`src/hdl/periodic_tick_timer_defines.svh`:
```
// Constants of the periodic tick timer: timing, register offsets, fields and reset values.
// Operation
// - The timer counts a tick of nominally 1 kHz, and that tick sets the rate of its output.
// - The tick is phase-aligned to the master clock, or is an unsynchronised divided clock.
// - Each expiry of the period raises the period-end interrupt towards the processor; the code needs mask bit 0 set, or bit 1 on a missed expiry.
// - The period is chosen so that the period-end interrupt comes once every 100 ms.
`ifndef PERIODIC_TICK_TIMER_DEFINES_SVH
`define PERIODIC_TICK_TIMER_DEFINES_SVH

// ****************************************************************************
// Timing
// ****************************************************************************
`define PTT_CLK_HZ         250000000
`define PTT_TICK_HZ        1000
`define PTT_TICK_CYCLES    (`PTT_CLK_HZ / `PTT_TICK_HZ)
`define PTT_PERIOD_MS      100
`define PTT_PERIOD_TICKS   (`PTT_PERIOD_MS * `PTT_TICK_HZ / 1000)

// ****************************************************************************
// Register offsets
// ****************************************************************************
`define PTT_CTRL_OFS       8'h00
`define PTT_PERIOD_OFS     8'h04
`define PTT_COUNT_OFS      8'h08
`define PTT_STATUS_OFS     8'h0c
`define PTT_MASK_OFS       8'h10
`define PTT_TICKS_OFS      8'h14

// ****************************************************************************
// Fields and reset values
// ****************************************************************************
`define PTT_CTRL_RUN_BIT     0
`define PTT_CTRL_SYNC_BIT    1
`define PTT_CTRL_RESTART_BIT 2
`define PTT_ST_END_BIT       0
`define PTT_ST_MISS_BIT      1
`define PTT_CTRL_RST         2'h3
`define PTT_PERIOD_RST       8'h64
`define PTT_MASK_RST         2'h1

`endif

```
`src/hdl/periodic_tick_timer_pkg.sv`:
```
// Types shared by the periodic tick timer modules.
package periodic_tick_timer_pkg;

    typedef struct packed {
        logic [7:0]  addr;
        logic [31:0] wdata;
        logic        wr;
        logic        rd;
    } reg_req_s;

    typedef struct packed {
        logic sync_en;
        logic run;
    } ctrl_s;

endpackage : periodic_tick_timer_pkg

```
`src/hdl/periodic_tick_timer.sv`:
```
// Periodic tick timer: period counter, register port and period-end interrupt.
//
// Added by the designer: strobed register access and the register addresses.
`timescale 1ns/100ps
`include "periodic_tick_timer_defines.svh"

module periodic_tick_timer
    import periodic_tick_timer_pkg::*;
#(
    parameter int unsigned TICK_CYCLES = `PTT_TICK_CYCLES
)(
    input  wire logic        ref_clk,
    input  wire logic        reset,
    input  wire reg_req_s    bus_req,
    output logic [31:0]      rd_data,
    output logic             period_end_irq,
    output logic             period_end_pulse
);

    // ************************************************************************
    // Declarations
    // ************************************************************************
    ctrl_s       ctrl_q;
    logic [7:0]  period_q;
    logic [7:0]  count_q;
    logic [1:0]  status_q;
    logic [1:0]  status_d;
    logic [1:0]  mask_q;
    logic [15:0] ticks_q;
    logic [31:0] rd_data_q;
    logic        irq_q;
    logic        pulse_q;
    logic        tick;
    logic        wr_ctrl;
    logic        wr_period;
    logic        wr_status;
    logic        wr_mask;
    logic        restart;
    logic        expire;
    logic        step;
    logic [1:0]  st_set;
    logic [1:0]  st_clr;

    // ************************************************************************
    // Tick source
    // ************************************************************************
    tick_clock_source #(
        .TICK_CYCLES (TICK_CYCLES)
    ) tick_clock_source_inst (
        .ref_clk (ref_clk),
        .reset   (reset),
        .sync_en (ctrl_q.sync_en),
        .tick    (tick)
    );

    // ************************************************************************
    // Register writes
    // ************************************************************************
    assign wr_ctrl   = bus_req.wr && (bus_req.addr == `PTT_CTRL_OFS);
    assign wr_period = bus_req.wr && (bus_req.addr == `PTT_PERIOD_OFS);
    assign wr_status = bus_req.wr && (bus_req.addr == `PTT_STATUS_OFS);
    assign wr_mask   = bus_req.wr && (bus_req.addr == `PTT_MASK_OFS);
    assign restart   = wr_ctrl && bus_req.wdata[`PTT_CTRL_RESTART_BIT];

    // The reset is synchronous and only expected at power-on; the timer then runs on its own.
    always_ff @(posedge ref_clk)
    begin
        if (reset)
            ctrl_q <= ctrl_s'(`PTT_CTRL_RST);
        else if (wr_ctrl)
        begin
            ctrl_q.run     <= bus_req.wdata[`PTT_CTRL_RUN_BIT];
            ctrl_q.sync_en <= bus_req.wdata[`PTT_CTRL_SYNC_BIT];
        end
    end

    // A new period takes effect at the next reload, so a running period is never cut short.
    always_ff @(posedge ref_clk)
    begin
        if (reset)
            period_q <= `PTT_PERIOD_RST;
        else if (wr_period)
            period_q <= bus_req.wdata[7:0];
    end

    always_ff @(posedge ref_clk)
    begin
        if (reset)
            mask_q <= `PTT_MASK_RST;
        else if (wr_mask)
            mask_q <= bus_req.wdata[1:0];
    end

    // ************************************************************************
    // Period counter
    // ************************************************************************
    assign step   = ctrl_q.run && tick;
    assign expire = step && (count_q == 8'h00) && !restart;

    always_ff @(posedge ref_clk)
    begin
        if (reset)
            count_q <= `PTT_PERIOD_RST - 8'h01;
        else if (restart)
            count_q <= period_q - 8'h01;
        else if (expire)
            count_q <= period_q - 8'h01;
        else if (step)
            count_q <= count_q - 8'h01;
    end

    always_ff @(posedge ref_clk)
    begin
        if (reset)
            ticks_q <= 16'h0000;
        else if (expire)
            ticks_q <= ticks_q + 16'h0001;
    end

    always_ff @(posedge ref_clk)
    begin
        if (reset)
            pulse_q <= 1'b0;
        else
            pulse_q <= expire;
    end

    // ************************************************************************
    // Status and interrupt
    // ************************************************************************
    // A second expiry before firmware cleared the first is a lost tick for software counts.
    always_comb
    begin
        st_clr = wr_status ? bus_req.wdata[1:0] : 2'h0;
        st_set = 2'h0;
        st_set[`PTT_ST_END_BIT]  = expire;
        st_set[`PTT_ST_MISS_BIT] = expire && status_q[`PTT_ST_END_BIT]
                                   && !st_clr[`PTT_ST_END_BIT];
        status_d = (status_q & ~st_clr) | st_set;
    end

    always_ff @(posedge ref_clk)
    begin
        if (reset)
            status_q <= 2'h0;
        else
            status_q <= status_d;
    end

    // Registered from the next status so the line rises in the cycle after the expiry.
    always_ff @(posedge ref_clk)
    begin
        if (reset)
            irq_q <= 1'b0;
        else
            irq_q <= |(status_d & mask_q);
    end

    // ************************************************************************
    // Register reads
    // ************************************************************************
    always_ff @(posedge ref_clk)
    begin
        if (reset)
            rd_data_q <= 32'h00000000;
        else if (bus_req.rd)
        begin
            case (bus_req.addr)
                `PTT_CTRL_OFS:   rd_data_q <= {30'h0, ctrl_q.sync_en, ctrl_q.run};
                `PTT_PERIOD_OFS: rd_data_q <= {24'h0, period_q};
                `PTT_COUNT_OFS:  rd_data_q <= {24'h0, count_q};
                `PTT_STATUS_OFS: rd_data_q <= {30'h0, status_q};
                `PTT_MASK_OFS:   rd_data_q <= {30'h0, mask_q};
                `PTT_TICKS_OFS:  rd_data_q <= {16'h0, ticks_q};
                default:         rd_data_q <= 32'h00000000;
            endcase
        end
        else
            rd_data_q <= 32'h00000000;
    end

    assign rd_data          = rd_data_q;
    assign period_end_irq   = irq_q;
    assign period_end_pulse = pulse_q;
endmodule : periodic_tick_timer

```
`src/hdl/tick_clock_source.sv`:
```
// Tick source: divides the master clock down to the 1 kHz timer tick.
`timescale 1ns/100ps
`include "periodic_tick_timer_defines.svh"

module tick_clock_source
    import periodic_tick_timer_pkg::*;
#(
    parameter int unsigned TICK_CYCLES = `PTT_TICK_CYCLES
)(
    input  wire logic ref_clk,
    input  wire logic reset,
    input  wire logic sync_en,
    output logic      tick
);

    logic [17:0] div_q;
    logic        slow_clk_q;
    logic        slow_clk_d1_q;
    logic        tick_q;
    logic        wrap;
    logic        half;

    assign wrap = (div_q == 18'(TICK_CYCLES - 1));
    assign half = (div_q == 18'(TICK_CYCLES / 2 - 1));

    always_ff @(posedge ref_clk)
    begin
        if (reset)
            div_q <= 18'h00000;
        else if (wrap)
            div_q <= 18'h00000;
        else
            div_q <= div_q + 18'h00001;
    end

    // The divided clock is a real square wave so the unsynchronised mode sees its own edge.
    always_ff @(posedge ref_clk)
    begin
        if (reset)
            slow_clk_q <= 1'b0;
        else if (half)
            slow_clk_q <= 1'b1;
        else if (wrap)
            slow_clk_q <= 1'b0;
    end

    always_ff @(posedge ref_clk)
    begin
        if (reset)
            slow_clk_d1_q <= 1'b0;
        else
            slow_clk_d1_q <= slow_clk_q;
    end

    always_ff @(posedge ref_clk)
    begin
        if (reset)
            tick_q <= 1'b0;
        else if (sync_en)
            tick_q <= wrap;
        else
            tick_q <= slow_clk_q & ~slow_clk_d1_q;
    end

    assign tick = tick_q;
endmodule : tick_clock_source

```
`config.mk`:
```
export PLATFORM = sky130hd
export DESIGN_NAME = periodic_tick_timer
export DESIGN_NICKNAME = d
export VERILOG_FILES = /design/src/hdl/periodic_tick_timer_pkg.sv /design/src/hdl/periodic_tick_timer.sv /design/src/hdl/tick_clock_source.sv
export VERILOG_INCLUDE_DIRS = /design/src /design/src/hdl
export SDC_FILE = /design/constraint.sdc
export NUM_CORES = 1
export LEC_CHECK = 0
export BUFFER_PORTS_ARGS = -buffer_cell sky130_fd_sc_hd__buf_4
export CORE_ASPECT_RATIO = 1.25
export CORE_MARGIN = 4
export CORE_UTILIZATION = 30
export DETAILED_ROUTE_END_ITERATION = 8
export SYNTH_ARGS = -nofsm -noshare
export SYNTH_HDL_FRONTEND = slang
export SYNTH_SLANG_ARGS = --single-unit
```
`constraint.sdc`:
```
create_clock -name ref_clk -period 4.5 [get_ports ref_clk]
set_input_delay 0.9 -clock ref_clk [delete_from_list [all_inputs] [get_ports ref_clk]]
set_output_delay 0.9 -clock ref_clk [all_outputs]
set_load 0.02 [all_outputs]
```
Yosys cells after proc, flatten, opt, wreduce, memory -nomap -nowiden
Index checks and enable logic that the tools add are counted.
W data, S select, Z words.

word-level totals
  bits in writable memories = 0
  output and inout port bits = 34
  bits in latches = 0
  memories = 0
  memory bits (read-only) = 0
  flip-flop bits (word level) = 93

operators by class
  multipliers = 0
  divide/modulo/power cells = 0
  eq/ne operators = 7
  add/sub/neg operators = 4
  shift operators = 0
  bitwise logic cells = 7
  reductions and logical operators = 19
  multiplexer cells = 8
  order comparisons = 0

operators by type and width
  cell                     count
  $pmux W16 S6             1
  $mux W8                  3
  $add A18 B1 Y18 const B  1
  $eq A18 B17 Y1 const B   1
  $eq A18 B18 Y1 const B   1
  $add A16 B1 Y16 const B  1
  $eq A8 B4 Y1 const B     2
  $eq A8 B5 Y1 const B     2
  $logic_not A8 Y1         2
  $sub A8 B1 Y8 const B    2
  $logic_and A1 B1 Y1      10
  $eq A8 B3 Y1 const B     1
  $reduce_or A2 Y1         3
  $and A2 B2 Y2            2
  $mux W1                  3
  $reduce_bool A3 Y1       1
  $logic_not A1 Y1         2
  $mux W2                  1
  $not A1 Y1               2
  $not A2 Y2               1
  $or A2 B2 Y2             1
  $reduce_bool A2 Y1       1
  $and A1 B1 Y1            1

Longest topological paths before layout
Gate-level depths: netlist of run 1.

  depth after elaboration = 10
  mapped depth = 8
  mapped depth without buffers = 7

Hierarchy
A second synthesis of run 1 with hierarchy kept.

unflattened totals
  cells, all modules = 448
  area total of the unflattened synthesis = 3776.1 sq um

modules (own cells, without submodules)
  module               cells each  area an instance (sq um)  times used  seq. area each (sq um)
  periodic_tick_timer  339         2824.0                    1           1121.1
  tick_clock_source    109         952.2                     1           420.4

Worst setup path after synthesis of run 1
Ideal clock, no wire load.

  path kind = input -> register
  from = input bus_req[38] (netlist name)
  to = register count_q[5]
  data arrival time = 2.312 ns
  path slack = 2.069 ns
  stages on the path = 7
  library setup time = 0.120 ns
  cell sequence = buf_2 nor4b_2 and4_1 clkbuf_1 a21oi_1 o2bb2ai_1 a211o_1

on the way
  word-level cells in the longest chain between the ends = 7
  elaborated cells on any way between the ends = 8
  those cells by class = mux (2); reduce/logical (6)

ends and longest elaborated chain
  what                     RTL line                    RTL
  from (decl)              periodic_tick_timer.sv:14   input wire reg_req_s bus_req,
  $logic_not A8 Y1 (*)     --
  $logic_and A1 B1 Y1 (*)  periodic_tick_timer.sv:59   assign wr_ctrl = bus_req.wr && (bus_req.addr == `PTT_CTRL_OFS);
  $logic_and A1 B1 Y1 (*)  periodic_tick_timer.sv:63   assign restart = wr_ctrl && bus_req.wdata[`PTT_CTRL_RESTART_BIT];
  $logic_not A1 Y1         periodic_tick_timer.sv:98   assign expire = step && (count_q == 8'h00) && !restart;
  $logic_and A1 B1 Y1      periodic_tick_timer.sv:98
  $mux W8                  periodic_tick_timer.sv:106  else if (expire)
  $mux W8                  periodic_tick_timer.sv:104  else if (restart)
  to (signal assigned)     periodic_tick_timer.sv:103  count_q <= `PTT_PERIOD_RST - 8'h01;
  to (signal assigned)     periodic_tick_timer.sv:105  count_q <= period_q - 8'h01;
  to (signal assigned)     periodic_tick_timer.sv:107  count_q <= period_q - 8'h01;
  to (decl)                periodic_tick_timer.sv:25   logic [7:0] count_q;

Every way passes the cells marked *; elsewhere a longest branch is shown, timed or not.
A chain may end at the register's enable or synchronous reset.

Worst setup path after layout of run 1
  from = input bus_req[35] (netlist name)
  to = register count_q[1]

Same word-level chain as after synthesis.

==> reports/metrics.cfg, run 1 <==
[outcome]
status = finished clean

[global_routing]
grt_pass1_wl_um = 13800
grt.total_usage = 0.121
grt_overflow = 0
grt_pass1_vias = 2917
antenna_found_initial = 0
grt_start_max_net_pins = 48

[cts]
ctsHoldBuffers = 0
clock-sinks = 77
clock_latency_ns = 0.34
cts_buffers = 9
cts_max_level = 3
cts_setup_buffers = 0
cts_tree = done
clkTransAtPathRegs_ns = 0.06
cts_root_buffer = clkbuf_16
cts.path.max_buffers = 2
cts_resized = 0

[synth]
yosysTopAreaCell = dfxtp_1
synth_flop_cell = dfxtp_1
yosys-top-cells-area = dfxtp_1 41%, nor2_1 6.6%, xnor2_1 5.2%
netlist_instances = 427
syn_area_um2 = 3730
ys_warn_count = 0
ys_async_sr_fraction = 0
synth_edf_count = 0
synth_cell_types = 55
syn_area_per_cell_um2 = 8.74
yosysSeqAreaShare = 0.413
synth.top_cell.area_share = 0.413
synth_seq_cells = 77

[final_layout]
final_nets = 509
fin_util = 0.360
final_cell_mix = 77 x dfxtp_1, 66 x nor2_1, 38 x buf_4, 26 x nand2_1, 22 x xnor2_1
final_cells = 629
fillers = 1267
layout_commonest_cell = dfxtp_1
num_antenna_cells = 0
area_growth_syn_to_layout_pct = 17.5
drive_above_1_share = 0.151

[critical_path]
r2r_slack_ns = 2.13
cp.arrival_ns = 3.01
slowest_stage = and4_1
r2r_cells = 6
crit_type = in2reg
endpoint_kind = flop
startpoint_type = input pin
r2r_end = count_q[1]$_SDFFE_PP1P_
critical_path.top_delay_family = simple AND/OR/NAND/NOR gates
path_cells = buf_4, nor3_1, and4_1, nor2_1, mux2_2, o21ai_0
crit_path_max_incr_delay_ns = 0.65
crit_path_start = bus_req[35]
crit-reg2reg-launch = count_q[0]$_SDFFE_PP1P_
path_buf_inv = 1
cp_max_fo = 14
worstPathRequired_ns = 4.76

[worst_hold_path]
min_from = tick_clock_source_inst.div_q[0]$_SDFF_PP0_
whs_endpoint = tick_clock_source_inst.div_q[0]$_SDFF_PP0_
hold_path_class = reg2reg
holdPathStages = 1

[power_and_ir_drop]
p_comb_frac = 0.040
power.switching_w = 0.000318
powerDensity_nw_per_um2 = 342
p_int_w = 0.00118
switching_share = 0.212
leakage_nw = 1.59
ir_drop_mv = 0.144
seq_power_share = 0.458
p_clk_frac = 0.502

[job]
max_cap_violations = 0

[timing]
maxSlewViolCount = 0
worstMarginPinSlew_ns = 0.905
fin_skew_ns = 0.00661
final_hold_viol_count = 0
period_needed_ns = 2.75
finalCritPeriodShare = 0.610
rsz0062_at_grt = no
slew-limit-headroom = 0.391
timing.fmax_mhz = 364
setup_viol = 0
fin_setup_tns_ns = 0

[floorplanning]
dieHeight_um = 133
dieArea_um2 = 14300
fp-row-count = 45
initial_core_util = 0.307
die_x_um = 108
coreArea_um2 = 12200
boundaryPins = 78

[route]
route.detailed.drc = 0
wl_per_cell_um = 13.2
postRouteAntennaNets = 0
drtIter0Drc = 141
routed_wl_um = 8280
viasPerCell = 4.77
vias = 3000
detail_route.first_pass.iterations = 4

[placed_design]
dp.cells = 613
portBuffers = 37
gp_congestion = 0.847
dp_hpwl_um = 6140

## synth_stat cells, types with 4 or more instances
cell type / n
a211o_1: 6
a21oi_1: 15
a22oi_1: 6
and2_1: 10
and3_1: 4
buf_2: 6
buf_4: 16
clkbuf_1: 6
dfxtp_1: 77
ha_1: 5
inv_1: 14
mux2_2: 11
mux2i_1: 11
nand2_1: 26
nand2b_1: 6
nand3_1: 12
nand4_1: 13
nor2_1: 66
nor3_1: 16
nor4_1: 7
nor4b_1: 4
o21ai_0: 7
or3_1: 5
or4_1: 4
xnor2_1: 22
xor2_1: 11
## power by group through the flow
stage	clock [W]	sequential, W	combinational (W)
final	0.000751	0.000687	0.0000597
after global routing	0.000801	0.000686	0.0000662
after CTS	0.000770	0.000686	0.0000601
after detailed placement	0	0.000702	0.0000601
after global placement	0	0.000701	0.0000594
after floorplan	0	0.000701	0.0000537
## per-layer routing
layer	global-route usage	up-vias	part of all wire
met5	0	-	0
li1	-	1539	-
met4	0.0540	0	0.022
met1	0.134	1404	0.42
met2	0.212	43	0.52
met3	0.0351	14	0.036
## kinds of logic (layout without fill, tap and decap cells)
family                   Yosys count  count (layout)  share of synthesized area
XOR/XNOR                          33              33                     0.0774
buffers and inverters             45              68                     0.0697
flip-flops                        77              77                      0.413
adder cells (fa/ha/maj)            5               5                     0.0168
other                              1              16                    0.00100
AND/OR/NAND/NOR                  189             189                      0.258
AO/OA/AOI/OAI                     55              55                      0.102
multiplexers                      22              22                     0.0627
## worst register-to-register path, stage by stage (launching register included)
cell and delay, ns:
dfxtp_1 0.40, inv_1 0.10, ha_1 0.24, and3_1 0.27, nor2_1 0.73, mux2_2 0.41
o21ai_0 0.13
## registers in the layout, indices dropped and copies added, names as in the netlist
signal,cells
tick_clock_source_inst.slow_clk_d1_q,1
mask_q,2
period_q,8
rd_data,16
tick_clock_source_inst.tick,1
period_end_irq,1
period_end_pulse,1
tick_clock_source_inst.slow_clk_q,1
count_q,8
status_q,2
ctrl_q,2
tick_clock_source_inst.div_q,18
ticks_q,16
## layout make-up
| type | instances | area [um^2] | share of cell area |
|---|---|---|---|
| multi-input combinational | 320 | 1990 | 0.453 |
| sequential | 77 | 1540 | 0.352 |
| timing repair buffer | 38 | 285 | 0.0651 |
| clock buffer | 13 | 270 | 0.0616 |
| tap | 164 | 205 | 0.0468 |
| inverter | 14 | 52.6 | 0.0120 |
| clock inverter | 3 | 42.5 | 0.00970 |
## stage by stage
step | setup WS [ns] | hold slack (ns) | power (W) | instance area (um^2)
6_report | 1.75 | 0.449 | 0.00150 | 4380
5_1_grt | 1.50 | 0.485 | 0.00155 | 4380
4_1_cts | 1.75 | 0.456 | 0.00152 | 4380
3_5_place_dp | 1.38 | 0.445 | 0.000762 | 4070
3_3_place_gp | 1.44 | 0.429 | 0.000761 | 4070
2_1_floorplan | 2.07 | 0.417 | 0.000755 | 3790
## worst max-delay path by stage
stage | endpoint | slack [ns] | cells after the start
final | count_q[1]$_SDFFE_PP1P_ | 1.75 | 6
after global routing | count_q[1]$_SDFFE_PP1P_ | 1.50 | 6
after CTS | count_q[1]$_SDFFE_PP1P_ | 1.75 | 6
after detailed placement | count_q[1]$_SDFFE_PP1P_ | 1.38 | 6
after global placement | count_q[6]$_SDFFE_PP1P_ | 1.44 | 6
after floorplan | count_q[5]$_SDFFE_PP1P_ | 2.07 | 7
No activity file was read; power rests on OpenSTA's default activity.
==> inputs of run 2 (changes only) <==
Settings changed: ABC_AREA set to 1.
Clock period 4.5 ns to 2.7 ns, I/O delays scaled along.
==> run 2 against run 1 <==
Net effect: clock-buffer cell count down 3; via count is 13% higher; utilization is 0.17 points lower; global-route usage up 0.44 points; clock power increased by 64%; worst setup slack got worse by 0.91 ns; hold slack got worse by 0.018 ns; clock skew up 0.0019 ns; register-to-register slack got worse by 1.3 ns; critical endpoint is now period_end_irq$_SDFF_PP0_; highest routed layer unchanged.
==> reports/metrics.cfg, run 2 <==
[final_layout]
multi_input_area_um2 = 1950  ; -1.6%
num_antenna_cells = 0  ; unchanged
seq_area_um2 = 1540  ; unchanged
final_nets = 622  ; +22%
top_register = tick_clock_source_inst.div_q
fin_util = 0.359  ; -0.00165
largest_reg_flops = 18  ; unchanged
drive_above_1_share = 0.161  ; +0.0104
area_growth_syn_to_layout_pct = 17.4  ; about the same
final_cell_mix = 107 x nand2_1, 77 x dfxtp_1, 61 x inv_1, 48 x nor2_1, 39 x nand3_1
fillers = 1331  ; +5.1%
layout_commonest_cell = nand2_1

[floorplanning]
coreArea_um2 = 12700  ; +4.6%
boundaryPins = 78  ; unchanged
dieHeight_um = 135  ; +1.9%
dieArea_um2 = 14900  ; +3.9%
die_x_um = 110  ; +1.9%
fp-row-count = 46  ; +2.2%
initial_core_util = 0.306  ; -0.00117

[timing]
fin_worst_hold_slack_ns = 0.430  ; -0.0181 ns
final_hold_viol_count = 0  ; unchanged
maxSlewViolCount = 0  ; unchanged
setup_viol = 0  ; unchanged
slew-limit-headroom = 0.649  ; +0.258
fin_skew_ns = 0.00848  ; +0.00187 ns
rsz0062_at_grt = no
timing.fmax_mhz = 538
finalCritPeriodShare = 0.688
period_needed_ns = 1.86
fin_setup_tns_ns = 0  ; unchanged
worstMarginPinSlew_ns = 0.524  ; -0.381 ns

[critical_path]
endpoint_kind = flop
cp_common_cell = nand2_1
slowest_stage = dfxtp_1
crit_path_start = count_q[0]$_SDFFE_PP1P_
worstPathRequired_ns = 2.98  ; -1.78 ns
startpoint_type = flop
crit_type = reg2reg
cp.arrival_ns = 2.14  ; -0.87 ns
critical_path.top_delay_family = simple AND/OR/NAND/NOR gates
crit_path_max_incr_delay_ns = 0.31  ; -0.34 ns
path_buf_inv = 3  ; +2
cp_max_fo = 17  ; +3
path_cells = inv_1, ha_1, nand3_1, nor2_1, nand2_1, inv_2, nand2_4, inv_2, nand2_2, o21ai_2, nand2_1, nand2_1
crit-reg2reg-launch = count_q[0]$_SDFFE_PP1P_

[global_routing]
antenna_found_initial = 0  ; unchanged
grt_start_max_net_pins = 31  ; -35%
grt.total_usage = 0.126  ; +0.00439
grt_pass1_wl_um = 14900  ; +8.2%
grt_overflow = 0  ; unchanged
grt_pass1_vias = 3290  ; +13%

[route]
detail_route.first_pass.iterations = 5  ; +1
routed.top_layer = met4
met2_length_um = 4270  ; -1.7%
wl_met3_um = 661  ; +120%
routed_wl_um = 8950  ; +8.1%
postRouteAntennaNets = 0  ; unchanged
vias = 3384  ; +13%
route.detailed.drc = 0  ; unchanged
wl_met1_um = 3950  ; +14%
viasPerCell = 4.54  ; -4.9%
wl_per_cell_um = 12.0  ; -8.9%
drtIter0Drc = 126  ; -11%

[cts]
cts_setup_buffers = 0  ; unchanged
clock_latency_ns = 0.33  ; about the same
cts_resized = 0  ; unchanged
clock-sinks = 77  ; unchanged
clkTransAtPathRegs_ns = 0.06  ; about the same
cts_buffers = 9  ; unchanged
ctsHoldBuffers = 0  ; unchanged
cts_tree = done
cts_max_level = 3  ; unchanged
cts.path.max_buffers = 2  ; unchanged
cts_root_buffer = clkbuf_16

[outcome]
status = finished clean

[synth]
synth_most_common_cell = nand2_1
yosysSeqAreaShare = 0.396  ; -0.0166
synth_seq_cells = 77  ; unchanged
netlist_instances = 535  ; +25%
synth.top_cells.by_count = 107 x nand2_1, 77 x dfxtp_1, 61 x inv_1
synth_cell_types = 39  ; -29%
yosysTopAreaCell = dfxtp_1
syn_area_per_cell_um2 = 7.27  ; -17%
yosys-top-cells-area = dfxtp_1 40%, nand2_1 10%, inv_1 5.9%
synth.top_cell.area_share = 0.396  ; -0.0166
ys_warn_count = 0  ; unchanged
synth_edf_count = 0  ; unchanged
syn_area_um2 = 3890  ; +4.2%
synth_flop_cell = dfxtp_1
ys_async_sr_fraction = 0  ; unchanged

[placed_design]
portBuffers = 37  ; unchanged
gp_congestion = 0.888  ; +4.9%
dp_hpwl_um = 6820  ; +11%

[power_and_ir_drop]
ir_drop_mv = 0.239  ; +66%
power.total_w = 0.00248  ; +66%
powerDensity_nw_per_um2 = 543  ; +59%
p_comb_frac = 0.041  ; about the same
seq_power_share = 0.462  ; +0.004
switching_share = 0.226  ; +0.0135
p_clk_frac = 0.497  ; -0.005
leakage_nw = 1.86  ; +17%
p_int_w = 0.00192  ; +63%
power.switching_w = 0.000561  ; +76%

[worst_hold_path]
hold_path_class = in2reg
min_from = bus_req[8]

[job]
max_cap_violations = 0  ; unchanged

[run 2: cell count changes after synthesis, sizes merged, moves of 13 or more]
cell   change
nand2     +91
inv       +56
nand3     +29
o21ai     +26
xnor2     -21
nor3      +16
a21oi     +13
[run 2: kinds of logic (layout without fill, tap and decap cells)]
kind of cell / after synthesis / count (layout) / synth area share
fa+ha+maj: 5 / 5 / 0.0161
simple gates: 263 / 263 / 0.323
buf+inv: 96 / 124 / 0.116
flops: 77 / 77 / 0.396
xor+xnor: 19 / 19 / 0.0428
compound gates: 74 / 74 / 0.105
other cells: 1 / 16 / 0.000964
[run 2: layout make-up]
type                            count  share of cell area
Tap cell                          168              0.0461
Inverter                           70              0.0576
Timing Repair Buffer               38              0.0625
Clock buffer                       10              0.0524
Sequential cell                    77               0.338
Clock inverter                      6              0.0156
Multi-Input combinational cell    377               0.428
[run 2: metrics by stage]
stage                     cells  cell area, um^2  worst slack, ns
after global placement      730             4250            0.638
after global routing        746             4560            0.670
after floorplan             550             3950             1.10
after detailed placement    730             4250            0.609
final                       746             4560            0.841
after CTS                   746             4560            0.877
[run 2: tightest hold or removal path: stages]
cell      delay, ns
buf_4          0.08
nand2_1        0.04
o211ai_1       0.07
[run 2: power by group through the flow]
stage	Sequential (W)	Combinational [W]	Clock (W)
after detailed placement	0.00117	0.000101	0
after global routing	0.00115	0.000111	0.00131
after global placement	0.00117	0.0000992	0
after floorplan	0.00117	0.0000780	0
after CTS	0.00115	0.000101	0.00126
final	0.00115	0.000101	0.00123
[run 2: worst paths after layout]
check	endpoint	slack, ns	cells after the start
setup / recovery	period_end_irq$_SDFF_PP0_	0.84	12
hold / removal	period_q[6]$_SDFFE_PP1P_	0.43	3
setup reg to reg	period_end_irq$_SDFF_PP0_	0.84	12
hold reg to reg	tick_clock_source_inst.div_q[0]$_SDFF_PP0_	0.45	1
[run 2: layer usage]
| metal | vias to the layer above | track usage |
|---|---|---|
| met3 | 6 | 0.0343 |
| met1 | 1512 | 0.153 |
| li1 | 1772 | - |
| met5 | - | 0 |
| met2 | 94 | 0.209 |
| met4 | 0 | 0.0492 |
